$ cat config.mk
export PLATFORM = sky130hd
export DESIGN_NAME = wrc_core
export DESIGN_NICKNAME = d
export VERILOG_FILES = /design/src/wrc_pkg.sv /design/src/wrc_core.sv
export SDC_FILE = /design/constraint.sdc
export NUM_CORES = 1
export LEC_CHECK = 0
export BUFFER_PORTS_ARGS = -buffer_cell sky130_fd_sc_hd__buf_2
export CAP_MARGIN = 25
export CORE_ASPECT_RATIO = 0.5
export CORE_MARGIN = 2
export CORE_UTILIZATION = 28
export DETAILED_ROUTE_END_ITERATION = 6
export PLACE_DENSITY = 0.49
export SETUP_SLACK_MARGIN = 0.2
export SYNTH_ARGS = -nofsm -noshare
export SYNTH_HDL_FRONTEND = slang
export SYNTH_SLANG_ARGS = --single-unit
$ cat constraint.sdc
create_clock -name clk_sys -period 2.2 [get_ports clk_sys]
set_input_delay 0.44 -clock clk_sys [delete_from_list [all_inputs] [get_ports clk_sys]]
set_output_delay 0.44 -clock clk_sys [all_outputs]
set_load 0.01 [all_outputs]
$ cat src/wrc_pkg.sv
// package: register map, field layout and timing constants of the watchdog control block
// Operation
// - watchdog reset sets reset flag bit 2
// - flag cleared only by software or resets
// - power-fail/on/down reset clears reset flag
// - reset pin leaves reset flag unchanged
// - enable low: no reset, flag untouched
// - enable bit 1 cleared by POR/pin/watchdog
// - restart bit 0 returns counter to zero
// - restart bit clears itself in hardware
// - expiry raises interrupt when irq enabled
// - reset follows timeout point by 512 clocks
// - control register always readable
// - protected bits need timed-access unlock
// - other bits write freely
// - run bit 7 stops or runs counter
// - timeout flag set on expiry
package wrc_pkg;
  // register indices; byte address is four times the index
  localparam logic [9:0]  IDX_KEY     = 10'h0C7;
  localparam logic [9:0]  IDX_CTRL    = 10'h0D8;
  localparam logic [9:0]  IDX_EXTIE   = 10'h0E8;
  localparam logic [9:0]  IDX_ISTAT   = 10'h0F0;
  localparam logic [9:0]  IDX_IMASK   = 10'h0F1;
  localparam int          ADDR_W      = 12;
  // control register bit positions
  localparam int          B_RUN       = 7;
  localparam int          B_SELHI     = 5;
  localparam int          B_SELLO     = 4;
  localparam int          B_TOFLAG    = 3;
  localparam int          B_RSTFLAG   = 2;
  localparam int          B_RSTEN     = 1;
  localparam int          B_RESTART   = 0;
  localparam int          B_WDIE      = 4;   // irq enable bit in extended enable
  localparam logic [7:0]  CTRL_RESET  = 8'h00;
  // interrupt status bits
  localparam int          IS_TIMEOUT  = 0;
  localparam int          IS_WDRESET  = 1;
  localparam int          IS_W        = 2;
  // timed-access keys and window
  localparam logic [7:0]  KEY_FIRST   = 8'hAA;
  localparam logic [7:0]  KEY_SECOND  = 8'h55;
  localparam logic [3:0]  TA_WINDOW   = 4'h8;  // cycles the unlock stays open
  // counter timing, in clocks
  localparam int          CNT_W       = 27;
  localparam logic [26:0] RESET_DELAY = 27'h0000200;  // 512 clocks
  // control register fields
  typedef struct packed {
    logic       run;
    logic       rsvd;
    logic [1:0] sel;
    logic       toFlag;
    logic       rstFlag;
    logic       rstEn;
    logic       restart;
  } wrc_ctrl_t;
  // unlock sequencer
  typedef enum logic [1:0] {TA_IDLE, TA_HALF, TA_OPEN} wrc_ta_t;
endpackage

$ cat src/wrc_core.sv
// watchdog timer control, reset flag, timed-access unlock and APB slave
//
// Decided for this implementation: the APB interface to the registers.
`timescale 1ns/10ps
module wrc_core #(
  parameter int unsigned TO_SEL0 = 131072,    // 2^17 clocks
  parameter int unsigned TO_SEL1 = 1048576,   // 2^20 clocks
  parameter int unsigned TO_SEL2 = 8388608,   // 2^23 clocks
  parameter int unsigned TO_SEL3 = 67108864   // 2^26 clocks
) (
  input  wire logic        clk_sys,        // system clock, 100 MHz
  input  wire logic        reset,          // power-on reset, sync, high
  input  wire logic        powerFailRst,   // power-fail/down reset, same clock
  input  wire logic        resetPin,       // external reset pin, async, high
  input  wire logic        psel,           // apb select
  input  wire logic        penable,        // apb enable
  input  wire logic        pwrite,         // apb direction
  input  wire logic [11:0] paddr,          // apb byte address
  input  wire logic [31:0] pwdata,         // apb write data
  output logic             pready,         // apb ready
  output logic [31:0]      prdata,         // apb read data
  output logic             pslverr,        // apb error, unmapped address
  output logic             wdtIrq,         // watchdog interrupt to core
  output logic             wdtResetOut,    // watchdog system reset pulse
  output logic             irqOut          // summary interrupt, level
);

  // control and status state
  wrc_pkg::wrc_ctrl_t              ctrl_q;      // control register, view of the field flops
  logic                            run_q;       // run bit
  logic [1:0]                      sel_q;       // timeout select
  logic                            toFlag_q;    // timeout flag
  logic                            rstFlag_q;   // watchdog reset flag
  logic                            rstEn_q;     // reset enable
  logic                            restart_q;   // self-clearing restart bit
  logic [7:0]                      extIe_q;     // extended irq enable
  logic [wrc_pkg::IS_W-1:0]        iStat_q;     // sticky event status
  logic [wrc_pkg::IS_W-1:0]        iMask_q;     // event mask
  logic [wrc_pkg::CNT_W-1:0]       count_q;     // watchdog counter
  wrc_pkg::wrc_ta_t                ta_q;        // unlock state
  logic [3:0]                      taCnt_q;     // unlock window counter
  logic [2:0]                      pinSync_q;   // pin synchroniser
  logic                            pinLvl_q;    // filtered pin level
  logic                            ready_q;     // apb answer flop
  logic [31:0]                     rdata_q;     // apb read data flop
  logic                            err_q;       // apb error flop

  // decoded bus events
  logic                            acc;         // access phase, answering
  logic                            wr;          // write takes effect
  logic [9:0]                      idx;         // register index
  logic                            hitKey;      // key register hit
  logic                            hitCtrl;     // control register hit
  logic                            mapped;      // any register hit
  logic                            ctrlWr;      // ordinary control write
  logic                            protWr;      // unlocked control write
  logic [7:0]                      wd;          // write data byte
  logic [wrc_pkg::CNT_W-1:0]       limit;       // selected timeout
  logic                            expire;      // timeout point reached
  logic                            rstPoint;    // reset point reached
  logic                            wdtFire;     // watchdog reset happens
  logic                            anyRst;      // any reset source

  // bus decode; answer comes in the second access cycle
  assign acc     = psel & penable & ready_q;
  assign wr      = acc & pwrite;
  assign idx     = paddr[11:2];
  assign hitKey  = (idx == wrc_pkg::IDX_KEY);
  assign hitCtrl = (idx == wrc_pkg::IDX_CTRL);
  assign mapped  = hitKey | hitCtrl | (idx == wrc_pkg::IDX_EXTIE)
                 | (idx == wrc_pkg::IDX_ISTAT) | (idx == wrc_pkg::IDX_IMASK);
  assign wd      = pwdata[7:0];
  assign ctrlWr  = wr & hitCtrl;
  assign protWr  = ctrlWr & (ta_q == wrc_pkg::TA_OPEN);
  assign anyRst  = reset | powerFailRst | pinLvl_q | wdtFire;

  // control register assembled from one flop per field; reserved bit reads zero
  assign ctrl_q  = {run_q, 1'b0, sel_q, toFlag_q, rstFlag_q, rstEn_q, restart_q};

  // timeout select decode
  always_comb begin
    case (ctrl_q.sel)
      2'b00:   limit = wrc_pkg::CNT_W'(TO_SEL0);
      2'b01:   limit = wrc_pkg::CNT_W'(TO_SEL1);
      2'b10:   limit = wrc_pkg::CNT_W'(TO_SEL2);
      default: limit = wrc_pkg::CNT_W'(TO_SEL3);
    endcase
  end

  // timeout point and reset point, reset 512 clocks after timeout
  assign expire   = ctrl_q.run & (count_q == limit - 27'h0000001);
  assign rstPoint = ctrl_q.run
                  & (count_q == limit + wrc_pkg::RESET_DELAY - 27'h0000001);
  assign wdtFire  = rstPoint & ctrl_q.rstEn;

  // pin reset synchroniser; change taken when stages two and three agree
  always_ff @(posedge clk_sys) begin
    if (reset) begin
      pinSync_q <= 3'h0;
      pinLvl_q  <= 1'b0;
    end else begin
      pinSync_q <= {pinSync_q[1:0], resetPin};
      if (pinSync_q[1] == pinSync_q[2]) begin
        pinLvl_q <= pinSync_q[2];
      end
    end
  end

  // watchdog counter
  always_ff @(posedge clk_sys) begin
    if (anyRst) begin
      count_q <= '0;
    end else if (ctrl_q.restart) begin
      count_q <= '0;
    end else if (!ctrl_q.run) begin
      count_q <= count_q;
    end else if (rstPoint) begin
      count_q <= '0;  // no reset enabled: start a new period
    end else begin
      count_q <= count_q + 27'h0000001;
    end
  end

  // timed-access unlock sequencer
  always_ff @(posedge clk_sys) begin
    if (anyRst) begin
      ta_q    <= wrc_pkg::TA_IDLE;
      taCnt_q <= 4'h0;
    end else begin
      case (ta_q)
        wrc_pkg::TA_IDLE: begin
          if (wr & hitKey & (wd == wrc_pkg::KEY_FIRST)) begin
            ta_q <= wrc_pkg::TA_HALF;
          end
        end
        wrc_pkg::TA_HALF: begin
          if (wr) begin
            // any write other than the second key aborts
            if (hitKey & (wd == wrc_pkg::KEY_SECOND)) begin
              ta_q    <= wrc_pkg::TA_OPEN;
              taCnt_q <= wrc_pkg::TA_WINDOW;
            end else begin
              ta_q <= wrc_pkg::TA_IDLE;
            end
          end
        end
        wrc_pkg::TA_OPEN: begin
          // closes after one control write, any other write, or timeout
          if (wr | (taCnt_q == 4'h1)) begin
            ta_q <= wrc_pkg::TA_IDLE;
          end
          taCnt_q <= taCnt_q - 4'h1;
        end
        default: begin
          ta_q <= wrc_pkg::TA_IDLE;
        end
      endcase
    end
  end

  // run and timeout select: protected, cleared by every reset
  always_ff @(posedge clk_sys) begin
    if (anyRst) begin
      run_q <= 1'b0;
      sel_q <= 2'b00;
    end else if (protWr) begin
      run_q <= wd[wrc_pkg::B_RUN];
      sel_q <= wd[wrc_pkg::B_SELHI:wrc_pkg::B_SELLO];
    end
  end

  // timeout flag: hardware sets on expiry, software clears; set wins
  always_ff @(posedge clk_sys) begin
    if (reset | powerFailRst | pinLvl_q | wdtFire) begin
      toFlag_q <= 1'b0;
    end else if (expire) begin
      toFlag_q <= 1'b1;
    end else if (protWr) begin
      toFlag_q <= wd[wrc_pkg::B_TOFLAG];
    end
  end

  // reset flag: kept across pin reset, cleared by power resets
  always_ff @(posedge clk_sys) begin
    if (reset | powerFailRst) begin
      rstFlag_q <= 1'b0;
    end else if (wdtFire) begin
      rstFlag_q <= 1'b1;
    end else if (ctrlWr) begin
      rstFlag_q <= wd[wrc_pkg::B_RSTFLAG];
    end
  end

  // reset enable: cleared by power-on, pin and watchdog resets
  always_ff @(posedge clk_sys) begin
    if (reset | powerFailRst | pinLvl_q | wdtFire) begin
      rstEn_q <= 1'b0;
    end else if (protWr) begin
      rstEn_q <= wd[wrc_pkg::B_RSTEN];
    end
  end

  // restart: one-cycle bit that clears itself
  always_ff @(posedge clk_sys) begin
    if (anyRst) begin
      restart_q <= 1'b0;
    end else begin
      restart_q <= protWr & wd[wrc_pkg::B_RESTART];
    end
  end

  // extended irq enable, interrupt mask
  always_ff @(posedge clk_sys) begin
    if (reset | powerFailRst | pinLvl_q) begin
      extIe_q <= 8'h00;
      iMask_q <= '0;
    end else if (wr) begin
      if (idx == wrc_pkg::IDX_EXTIE) begin
        extIe_q <= wd;
      end
      if (idx == wrc_pkg::IDX_IMASK) begin
        iMask_q <= wd[wrc_pkg::IS_W-1:0];
      end
    end
  end

  // sticky event status, write one to clear; a new event wins
  always_ff @(posedge clk_sys) begin
    if (reset | powerFailRst) begin
      iStat_q <= '0;
    end else begin
      for (int i = 0; i < wrc_pkg::IS_W; i++) begin
        if ((i == wrc_pkg::IS_TIMEOUT) ? expire : wdtFire) begin
          iStat_q[i] <= 1'b1;
        end else if (wr & (idx == wrc_pkg::IDX_ISTAT) & wd[i]) begin
          iStat_q[i] <= 1'b0;
        end
      end
    end
  end

  // interrupt and reset outputs, all from flops
  always_ff @(posedge clk_sys) begin
    if (reset) begin
      wdtIrq      <= 1'b0;
      wdtResetOut <= 1'b0;
      irqOut      <= 1'b0;
    end else begin
      wdtIrq      <= ctrl_q.toFlag & extIe_q[wrc_pkg::B_WDIE];
      wdtResetOut <= wdtFire;
      irqOut      <= |(iStat_q & iMask_q);
    end
  end

  // apb answer: ready in the second access cycle, data and error with it
  always_ff @(posedge clk_sys) begin
    if (reset) begin
      ready_q <= 1'b0;
      rdata_q <= 32'h00000000;
      err_q   <= 1'b0;
    end else begin
      ready_q <= psel & penable & ~ready_q;
      err_q   <= psel & penable & ~ready_q & ~mapped;
      rdata_q <= 32'h00000000;
      if (psel & penable & ~ready_q & ~pwrite) begin
        case (idx)
          wrc_pkg::IDX_CTRL:  rdata_q[7:0] <= ctrl_q;
          wrc_pkg::IDX_EXTIE: rdata_q[7:0] <= extIe_q;
          wrc_pkg::IDX_ISTAT: rdata_q[wrc_pkg::IS_W-1:0] <= iStat_q;
          wrc_pkg::IDX_IMASK: rdata_q[wrc_pkg::IS_W-1:0] <= iMask_q;
          default:            rdata_q <= 32'h00000000;  // key reads zero
        endcase
      end
    end
  end

  assign pready  = ready_q;
  assign prdata  = rdata_q;
  assign pslverr = err_q;

endmodule // wrc_core

==> flow_summary_export.csv, run 1 <==
group,metric,value,unit
status,run_status,"finished, final reports clean",
cells_and_area,layout_common_cells,"dfxtp_1, nor2_1, buf_2",
setup_path,r2r_cells,6,
die,rows,28,
sta,max_freq,509,MHz
cells_and_area,final_common_cell,"dfxtp_1",
placed_design,post-place-ws,165,ps
sta,period_minus_slack,1970,ps
route,drc,0,
job,max_cap_violations,0,
worst_hold_path,hold_path_depth,2,
die,chipHeight,81.6,um
clock_tree,h-tree-depth,3,
die,core,11800,um^2
placed_design,hpwl,5700,um
cells_and_area,final_nets,490,
route,drt_iter0_drc,190,
route,via_per_inst,4.50,
setup_path,endpoint_kind,"register",
die,io_pins,88,
cells_and_area,area_growth,23.6,%
die,dieArea,13000,um^2
synth,syn_area_per_cell,9.03,um^2
synth,async_flop_share,0,
global_route,antenna_found_initial,0,
setup_path,arrival,2180,ps
setup_path,path_class,"reg -> reg",
power_and_ir_drop,switching_share,0.229,
setup_path,cp_max_fo,4,
route,wirelength,7790,um
power_and_ir_drop,power_frac_clock,0.485,
setup_path,ff2ff_setup_slack,230,ps
sta,fin_ws,234,ps
sta,slew_viol_final,0,
sta,fin_crit_sh,0.894,
global_route,grt_max_degree,20,
cells_and_area,n_fill_cell,1244,
synth,synth_area,3370,um^2
clock_tree,clockBufferDepth,2,
clock_tree,cts_inserted_buffers,9,
worst_hold_path,hold_class,"in -> reg",
route,wl_per_cell,12.9,um
setup_path,crit_required,2410,ps
placed_design,place_congestion,0.757,
clock_tree,clock-sinks,69,
synth,synth_edf_count,0,
power_and_ir_drop,pwr-share-seq,0.472,
synth,postSynthCellCount,373,
synth,ys_seq_area_frac,0.410,
clock_tree,cts_root_buf,"clkbuf_16",
die,start_util,0.286,
setup_path,worst_setup_path_start_kind,"register",
power_and_ir_drop,p_sw,0.000608,W
route,vias,2726,
worst_hold_path,worstHoldStart,"resetPin",
cells_and_area,drive_above_1_share,0.252,
sta,finalSetupViolations,0,
sta,hold_viol,0,
global_route,grt_pass1_vias,2574,
die,die_w,159,um
global_route,grt_pass1_wl,13200,um
sta,tns,0,ps
synth,synthDistinctLibCells,58,
clock_tree,tritoncts,"built",
clock_tree,clk_pin_slew,50,ps
global_route,grt_overflow,0,
power_and_ir_drop,power.density,639,nW/um^2
route,drtPass1Iterations,4,
power_and_ir_drop,combPwrFrac,0.044,
power_and_ir_drop,p_int,0.00205,W
synth,ys.flop_type,"dfxtp_1",
power_and_ir_drop,leakage,1.57,nW
worst_hold_path,min_to,"pinSync_q[0]$_SDFF_PP0_",
placed_design,port_buffers,37,
setup_path,reg2reg_to,"count_q[1]$_SDFFE_PP0P_",
synth,yosysWarnings,0,
sta,rsz0062_at_grt,"true",
sta,skew,7.51,ps
synth,ys_ff_latch,69,
clock_tree,insertion_delay,330,ps
route,ant_nets,0,
global_route,grt_use_total,0.128,
power_and_ir_drop,ir_drop,0.347,mV
setup_path,r2r-start,"count_q[9]$_SDFFE_PP0P_",
cells_and_area,antennaDiodeCount,0,
==> worst max-delay path by stage <==
stage,cells past startpoint,from,to,slack (ps)
finish,6,count_q[9]$_SDFFE_PP0P_,count_q[1]$_SDFFE_PP0P_,230
global route,6,count_q[9]$_SDFFE_PP0P_,count_q[1]$_SDFFE_PP0P_,140
CTS,5,count_q[13]$_SDFFE_PP0P_,ta_q[1]$_SDFFE_PP0P_,200
detailed placement,6,pwdata[4],taCnt_q[0]$_SDFFE_PP0P_,160
global placement,6,pwdata[4],taCnt_q[0]$_SDFFE_PP0P_,120
floorplan,6,count_q[0]$_SDFFE_PP0P_,count_q[20]$_SDFFE_PP0P_,270
==> power by group through the flow <==
stage	clock network (W)	logic [W]	registers (W)
final	0.00129	0.000116	0.00125
after global placement	0	0.000113	0.00128
after CTS	0.00134	0.000115	0.00126
after floorplan	0	0.0000913	0.00128
after global routing	0.00139	0.000129	0.00125
after detailed placement	0	0.000114	0.00128
==> synthesized netlist by cell type (3+ instances only) <==
library cell   n  area [um^2]
nor3_1         7         35.0
a31oi_1        4         25.0
nand4b_1       3         26.3
nand4_1       12         75.1
dfxtp_1       69         1380
xor2_1        20          175
o21ai_0        5         25.0
a21oi_1       11         55.1
nor2_1        65          244
xnor2_1        5         43.8
buf_6          3         33.8
nand2b_1       3         18.8
or3_1          5         31.3
inv_1          7         26.3
and3_1         4         25.0
nor4b_1        3         26.3
nor4_1         5         31.3
nand3_1       13         65.1
a22oi_1        7         52.6
nand3b_1       4         30.0
clkbuf_1       5         18.8
or4_1          3         22.5
mux2i_1       13          130
nand2_1       23         86.3
ha_1           3         37.5
buf_2          4         20.0
buf_4         25          188
nor2b_1        5         31.3
==> logic make-up after synthesis <==
logic type | after synthesis | share of synthesized area
compound gates | 41 | 0.0921
xor+xnor | 25 | 0.0650
fa+ha+maj | 3 | 0.0111
buf+inv | 44 | 0.0851
flops | 69 | 0.410
mux | 15 | 0.0453
other cells | 1 | 0.00111
simple gates | 175 | 0.290
==> layout make-up <==
| class | instances | area (um^2) | area share |
|---|---|---|---|
| repair buffers | 66 | 435 | 0.105 |
| inverters | 7 | 26.3 | 0.00631 |
| clock buffers | 10 | 229 | 0.0550 |
| clock inverters | 6 | 40.0 | 0.00962 |
| flip-flops and latches | 69 | 1390 | 0.333 |
| multi-input cells | 283 | 1840 | 0.441 |
| well taps | 165 | 206 | 0.0496 |
==> state kept, by name, summed over array words and instances (netlist names), 2 cells and up <==
register and flops:
taCnt_q 4, iStat_q 2, iMask_q 2, ta_q 2, prdata 8, count_q 27, pinSync_q 3, sel_q 2
extIe_q 8
==> through the flow <==
stage                     cell area [um^2]  total power [W]   util  hold WS [ps]  instances
after floorplan                       3460          0.00137      -           414        396
after global placement                3820          0.00140  0.325           430        588
after detailed placement              3820          0.00140  0.325           428        588
after CTS                             4090          0.00271  0.348           306        604
after global routing                  4160          0.00278  0.354           314        606
final                                 4160          0.00266  0.354           320        606
==> per-layer routing <==
layer / up-vias / track usage / routed length, um
met5: - / 0 / 0
met4: 0 / 0.0409 / 75
met3: 5 / 0.0318 / 312
met2: 62 / 0.206 / 3500
met1: 1263 / 0.171 / 3910
li1: 1396 / - / -
==> critical path, stage by stage, from the launching register on <==
cell	delay, ps
dfxtp_4	350
or4_4	530
a2111oi_4	410
o2111ai_2	190
buf_4	170
a31oi_1	150
nor3_1	60
==> repair_timing <==
item / CTS / global route
buffers inserted: 0 / 2
pin swaps: 0 / 6
hold buffers: 0 / 0
setup endpoints to repair: 11 / 40
endpoints found under the hold margin: 0 / 0
resized for setup: 1 / 16
Note: power is estimated with default switching activity, not from simulation.
==> run 2: changes to the inputs <==
--- a/config.mk
+++ b/config.mk
@@ -11,6 +11,7 @@
 export CORE_MARGIN = 2
 export CORE_UTILIZATION = 28
 export DETAILED_ROUTE_END_ITERATION = 6
+export GPL_TIMING_DRIVEN = 0
 export PLACE_DENSITY = 0.49
 export SETUP_SLACK_MARGIN = 0.2
 export SYNTH_ARGS = -nofsm -noshare
==> run 2 against run 1 <==
Compared with the run above: final cell count increased by 3.1%; sequential power hardly changed; clock skew is 1.2 ps lower; register-to-register slack got worse by 80 ps; die area did not move; largest cell class unchanged; highest routed layer unchanged.
==> flow_summary_export.csv, run 2 (synthesis gave the netlist of run 1 again) <==
group,metric,value,unit
sta,skew,6.31,ps
power_and_ir_drop,ir_drop,0.358,mV
global_route,use_met2,0.206,
setup_path,crit_buf_inv,2,
setup_path,cp_max_fo,5,
worst_hold_path,min_to,"pinSync_q[0]$_SDFF_PP0_",
die,dieArea,13000,um^2
cells_and_area,largest_reg_flops,27,
job,max_cap_violations,0,
worst_hold_path,hold_class,"in -> reg",
cells_and_area,final_nets,510,
setup_path,reg2reg_to,"taCnt_q[3]$_SDFFE_PP0P_",
global_route,grt_pass1_vias,2570,
route,drc,0,
power_and_ir_drop,power.density,610,nW/um^2
cells_and_area,final_common_cell,"dfxtp_1",
placed_design,port_buffers,35,
clock_tree,h-tree-depth,3,
setup_path,cp_top_family,"simple AND/OR/NAND/NOR gates",
route,drtPass1Iterations,5,
global_route,grtUsageMet3,0.0419,
clock_tree,clockBufferDepth,2,
sta,finalSetupViolations,0,
cells_and_area,layout_common_cells,"dfxtp_1, nor2_1, buf_2",
cells_and_area,design_area,4430,um^2
sta,period_minus_slack,2040,ps
worst_hold_path,worstHoldStart,"resetPin",
worst_hold_path,hold_path_depth,2,
global_route,busiest_layer,"met2",
route,ant_nets,0,
route,via_per_inst,4.42,
setup_path,ff2ff_setup_slack,160,ps
sta,rsz0062_at_grt,"true",
cells_and_area,top_register,"count_q",
setup_path,path_class,"reg -> reg",
sta,tightest_slew,691,ps
die,core,11800,um^2
route,drt_iter0_drc,149,
route,wl_per_cell,12.8,um
sta,tns,0,ps
setup_path,r2r-start,"count_q[13]$_SDFFE_PP0P_",
placed_design,post-place-cells,596,
cells_and_area,area_growth,31.6,%
clock_tree,clk_pin_slew,50,ps
setup_path,endpoint_kind,"register",
route,vias,2760,
clock_tree,clock-sinks,69,
cells_and_area,drive_above_1_share,0.313,
cells_and_area,antennaDiodeCount,0,
setup_path,worstPathCellList,"or4_4, a2111oi_4, buf_4, o2111ai_4, nand2b_4, buf_8, a211oi_2",
sta,hold_viol,0,
setup_path,r2r_cells,7,
clock_tree,insertion_delay,330,ps
setup_path,crit_required,2390,ps
setup_path,critPathSlowestCell,"or4_4",
sta,timing.hold.ws,328,ps
die,start_util,0.286,
setup_path,worst_setup_path_start_kind,"register",
setup_path,critPathMaxStageDelay,530,ps
global_route,grt_use_total,0.126,
sta,fin_crit_sh,0.929,
clock_tree,cts_root_buf,"clkbuf_16",
sta,max_slew_margin,0.536,
clock_tree,tritoncts,"built",
cells_and_area,instances_no_fill,625,
die,rows,28,
placed_design,hpwl,5560,um
placed_design,place_congestion,0.791,
placed_design,dpl_cell_area,3840,um^2
sta,max_freq,490,MHz
global_route,grt_pass1_wl,12800,um
clock_tree,cts_hold_buf,0,
die,io_pins,88,
route,wirelength,8030,um
sta,slew_viol_final,0,
power_and_ir_drop,leakage,1.68,nW
die,die_w,159,um
global_route,use_met1,0.160,
setup_path,arrival,2240,ps
status,run_status,"finished, final reports clean",
clock_tree,cts_inserted_buffers,9,
global_route,grt_max_degree,11,
die,chipHeight,81.6,um
global_route,grt_overflow,0,
global_route,antenna_found_initial,0,
run 2: cell count changes in the layout (fill, tap and decap cells not counted), moves of 4 or more:
cell	previous run	this run
clkbuf_1	1	6
nor2_4	2	7
nor2_1	61	49
buf_4	25	35
nor2_2	3	10
clkinvlp_4	4	0
run 2: cell type report:
type / count / area (um^2)
multi-input cells: 283 / 1970
inverters: 7 / 26.3
flip-flops and latches: 69 / 1390
clock buffers: 13 / 250
fillers: 1210 / 7340
repair buffers: 49 / 309
plain buffers: 37 / 273
clock inverters: 2 / 10.0
well taps: 165 / 206
run 2: what timing repair did:
item	CTS	global route
pin swaps	6	17
gates resized for setup	12	45
buffers inserted	8	4
endpoints found under the setup margin	36	51
gates cloned	0	2
run 2: per-stage QoR:
stage	util	power [W]	worst slack (ps)
floorplan	-	0.00137	270
global placement	0.326	0.00142	-145
detailed placement	0.326	0.00142	-135
CTS	0.359	0.00273	134
global route	0.376	0.00281	56.5
finish	0.376	0.00270	157
run 2: routing by layer:
layer | vias up | part of all wire
met5 | - | 0
met4 | 0 | 0.0050
met3 | 2 | 0.041
met2 | 52 | 0.45
met1 | 1276 | 0.50
li1 | 1430 | -
run 2: how the worst max path moves through the flow:
stage | end | slack [ps] | from | cells after the start
floorplan | count_q[20]$_SDFFE_PP0P_ | 270 | count_q[0]$_SDFFE_PP0P_ | 6
global placement | taCnt_q[3]$_SDFFE_PP0P_ | -150 | count_q[21]$_SDFFE_PP0P_ | 6
detailed placement | taCnt_q[3]$_SDFFE_PP0P_ | -130 | count_q[12]$_SDFFE_PP0P_ | 6
CTS | count_q[19]$_SDFFE_PP0P_ | 130 | count_q[12]$_SDFFE_PP0P_ | 7
global route | count_q[17]$_SDFFE_PP0P_ | 60 | count_q[13]$_SDFFE_PP0P_ | 7
finish | taCnt_q[3]$_SDFFE_PP0P_ | 160 | count_q[13]$_SDFFE_PP0P_ | 7
run 2: report_power, final:
| part | internal, W | switching (W) | total (W) | leakage [nW] |
|---|---|---|---|---|
| registers | 0.00125 | 0.00000175 | 0.00125 | 0.559 |
| clock network | 0.000784 | 0.000500 | 0.00128 | 0.129 |
| logic | 0.0000768 | 0.0000885 | 0.000165 | 0.991 |
==> run 3: changes to the inputs <==
--- a/config.mk
+++ b/config.mk
@@ -9,10 +9,10 @@
 export CAP_MARGIN = 25
 export CORE_ASPECT_RATIO = 0.5
 export CORE_MARGIN = 2
-export CORE_UTILIZATION = 28
+export CORE_UTILIZATION = 50
 export DETAILED_ROUTE_END_ITERATION = 6
 export GPL_TIMING_DRIVEN = 0
-export PLACE_DENSITY = 0.49
+export PLACE_DENSITY = 0.77
 export SETUP_SLACK_MARGIN = 0.2
 export SYNTH_ARGS = -nofsm -noshare
 export SYNTH_HDL_FRONTEND = slang
==> run 3 against run 2 <==
Compared with the run above: utilization grew 30 points; sequential power is essentially flat; wire length up 6.6%; via count grew 9.2%; flip-flop and latch count unchanged; combinational power grew 8%; fmax is 2.2% lower; first-iteration DRC count is 59% higher; register-to-register slack worse by 50 ps; critical path type unchanged; power is 12% higher; global-route usage is 7.9 points higher.
==> flow_summary_export.csv, run 3 (synthesis gave the netlist of run 1 again) <==
group,metric,value,unit
placed_design,port_buffers,35,
route,ant_nets,0,
route,drt_iter0_drc,237,
clock_tree,tritoncts,"built",
clock_tree,h-tree-depth,3,
sta,period_minus_slack,2090,ps
global_route,grt_max_degree,13,
sta,max_slew_margin,0.526,
power_and_ir_drop,power.density,675,nW/um^2
route,drc,0,
route,wirelength,8560,um
cells_and_area,area_growth,32.8,%
route,drtPass1Iterations,4,
sta,max_freq,479,MHz
cells_and_area,final_nets,512,
clock_tree,clockBufferDepth,2,
sta,rsz0062_at_grt,"true",
sta,tightest_slew,706,ps
die,core,6600,um^2
power_and_ir_drop,ir_drop,0.375,mV
setup_path,path_class,"reg -> reg",
setup_path,crit_required,2420,ps
setup_path,cp_max_fo,5,
die,die_w,120,um
setup_path,arrival,2310,ps
clock_tree,clock-sinks,69,
cells_and_area,drive_above_1_share,0.322,
worst_hold_path,worstHoldStart,"resetPin",
global_route,grt_pass1_vias,2665,
clock_tree,cts_root_buf,"clkbuf_16",
job,max_cap_violations,0,
sta,finalSetupViolations,0,
route,wl_per_cell,15.4,um
sta,slew_viol_final,0,
setup_path,worst_setup_path_start_kind,"register",
placed_design,hpwl,5050,um
die,start_util,0.511,
setup_path,endpoint_kind,"register",
cells_and_area,final_core_util,0.678,
route,vias,3014,
sta,tns,0,ps
global_route,antenna_found_initial,0,
global_route,grt_use_total,0.205,
clock_tree,insertion_delay,330,ps
setup_path,r2r-start,"count_q[9]$_SDFFE_PP0P_",
cells_and_area,largest_reg_flops,27,
global_route,grt_overflow,0,
die,chipHeight,62.0,um
setup_path,crit_path_start,"count_q[9]$_SDFFE_PP0P_",
global_route,grt_pass1_wl,11800,um
cells_and_area,antennaDiodeCount,0,
route,via_per_inst,5.43,
die,rows,21,
clock_tree,cts_inserted_buffers,9,
status,run_status,"finished, final reports clean",
placed_design,place_congestion,0.845,
cells_and_area,layout_common_cells,"dfxtp_1, nor2_1, buf_2",
clock_tree,clk_pin_slew,50,ps
sta,hold_viol,0,
sta,timing.hold.ws,336,ps
worst_hold_path,hold_class,"in -> reg",
die,dieArea,7450,um^2
cells_and_area,final_common_cell,"dfxtp_1",
die,io_pins,88,
cells_and_area,top_register,"count_q",
power_and_ir_drop,leakage,1.75,nW
sta,fin_crit_sh,0.950,
clock_tree,cts_hold_buf,0,
sta,skew,6.13,ps
run 3: power by group:
group | switching, W | internal, W | leakage, nW
clock network | 0.000531 | 0.00105 | 0.154
registers | 0.00000204 | 0.00125 | 0.558
logic | 0.0000884 | 0.0000896 | 1.04
total | 0.000621 | 0.00240 | 1.75
run 3: timing repair:
| action | 4_1_cts | 5_1_grt |
|---|---|---|
| gates resized for setup | 18 | 32 |
| hold endpoints to repair | 0 | 0 |
| endpoints found under the setup margin | 34 | 52 |
| gates cloned | 1 | 2 |
| pin swaps | 5 | 14 |
| buffers inserted | 10 | 3 |
run 3: worst paths after layout:
kind | to | slack (ps) | cells past startpoint
max | taCnt_q[0]$_SDFFE_PP0P_ | 110 | 7
min | pinSync_q[0]$_SDFF_PP0_ | 340 | 2
max reg2reg | taCnt_q[0]$_SDFFE_PP0P_ | 110 | 7
min reg2reg | pinSync_q[1]$_SDFF_PP0_ | 450 | 1
run 3: layout make-up:
cell class	instances	area, um^2
well taps	92	115
inverters	7	26.3
clock buffers	11	253
fillers	470	2120
flip-flops and latches	69	1390
multi-input cells	283	1960
clock inverters	5	82.6
repair buffers	51	372
plain buffers	37	277
run 3: stage by stage:
stage               cell area [um^2]  power [W]  std cells  setup slack (ps)
detailed placement              3750    0.00142        523             -88.8
floorplan                       3460    0.00137        396               270
global placement                3750    0.00142        523             -28.4
CTS                             4270    0.00300        550               198
finish                          4470    0.00302        555               111
global route                    4470    0.00309        555             -58.4
run 3: per-layer routing:
metal  track usage  part of all wire  vias up
met5             0                 0        -
met2         0.380              0.49      122
met4        0.0840             0.017        0
met3        0.0584             0.068       20
met1         0.233              0.42     1434
li1              -                 -     1438
run 3: critical path, cell delays in order, from the launching register on:
cell	delay, ps
dfxtp_2	320
or4_4	560
a2111oi_4	420
buf_4	190
o2111ai_4	130
nand2b_4	150
clkbuf_16	160
nor2_2	40
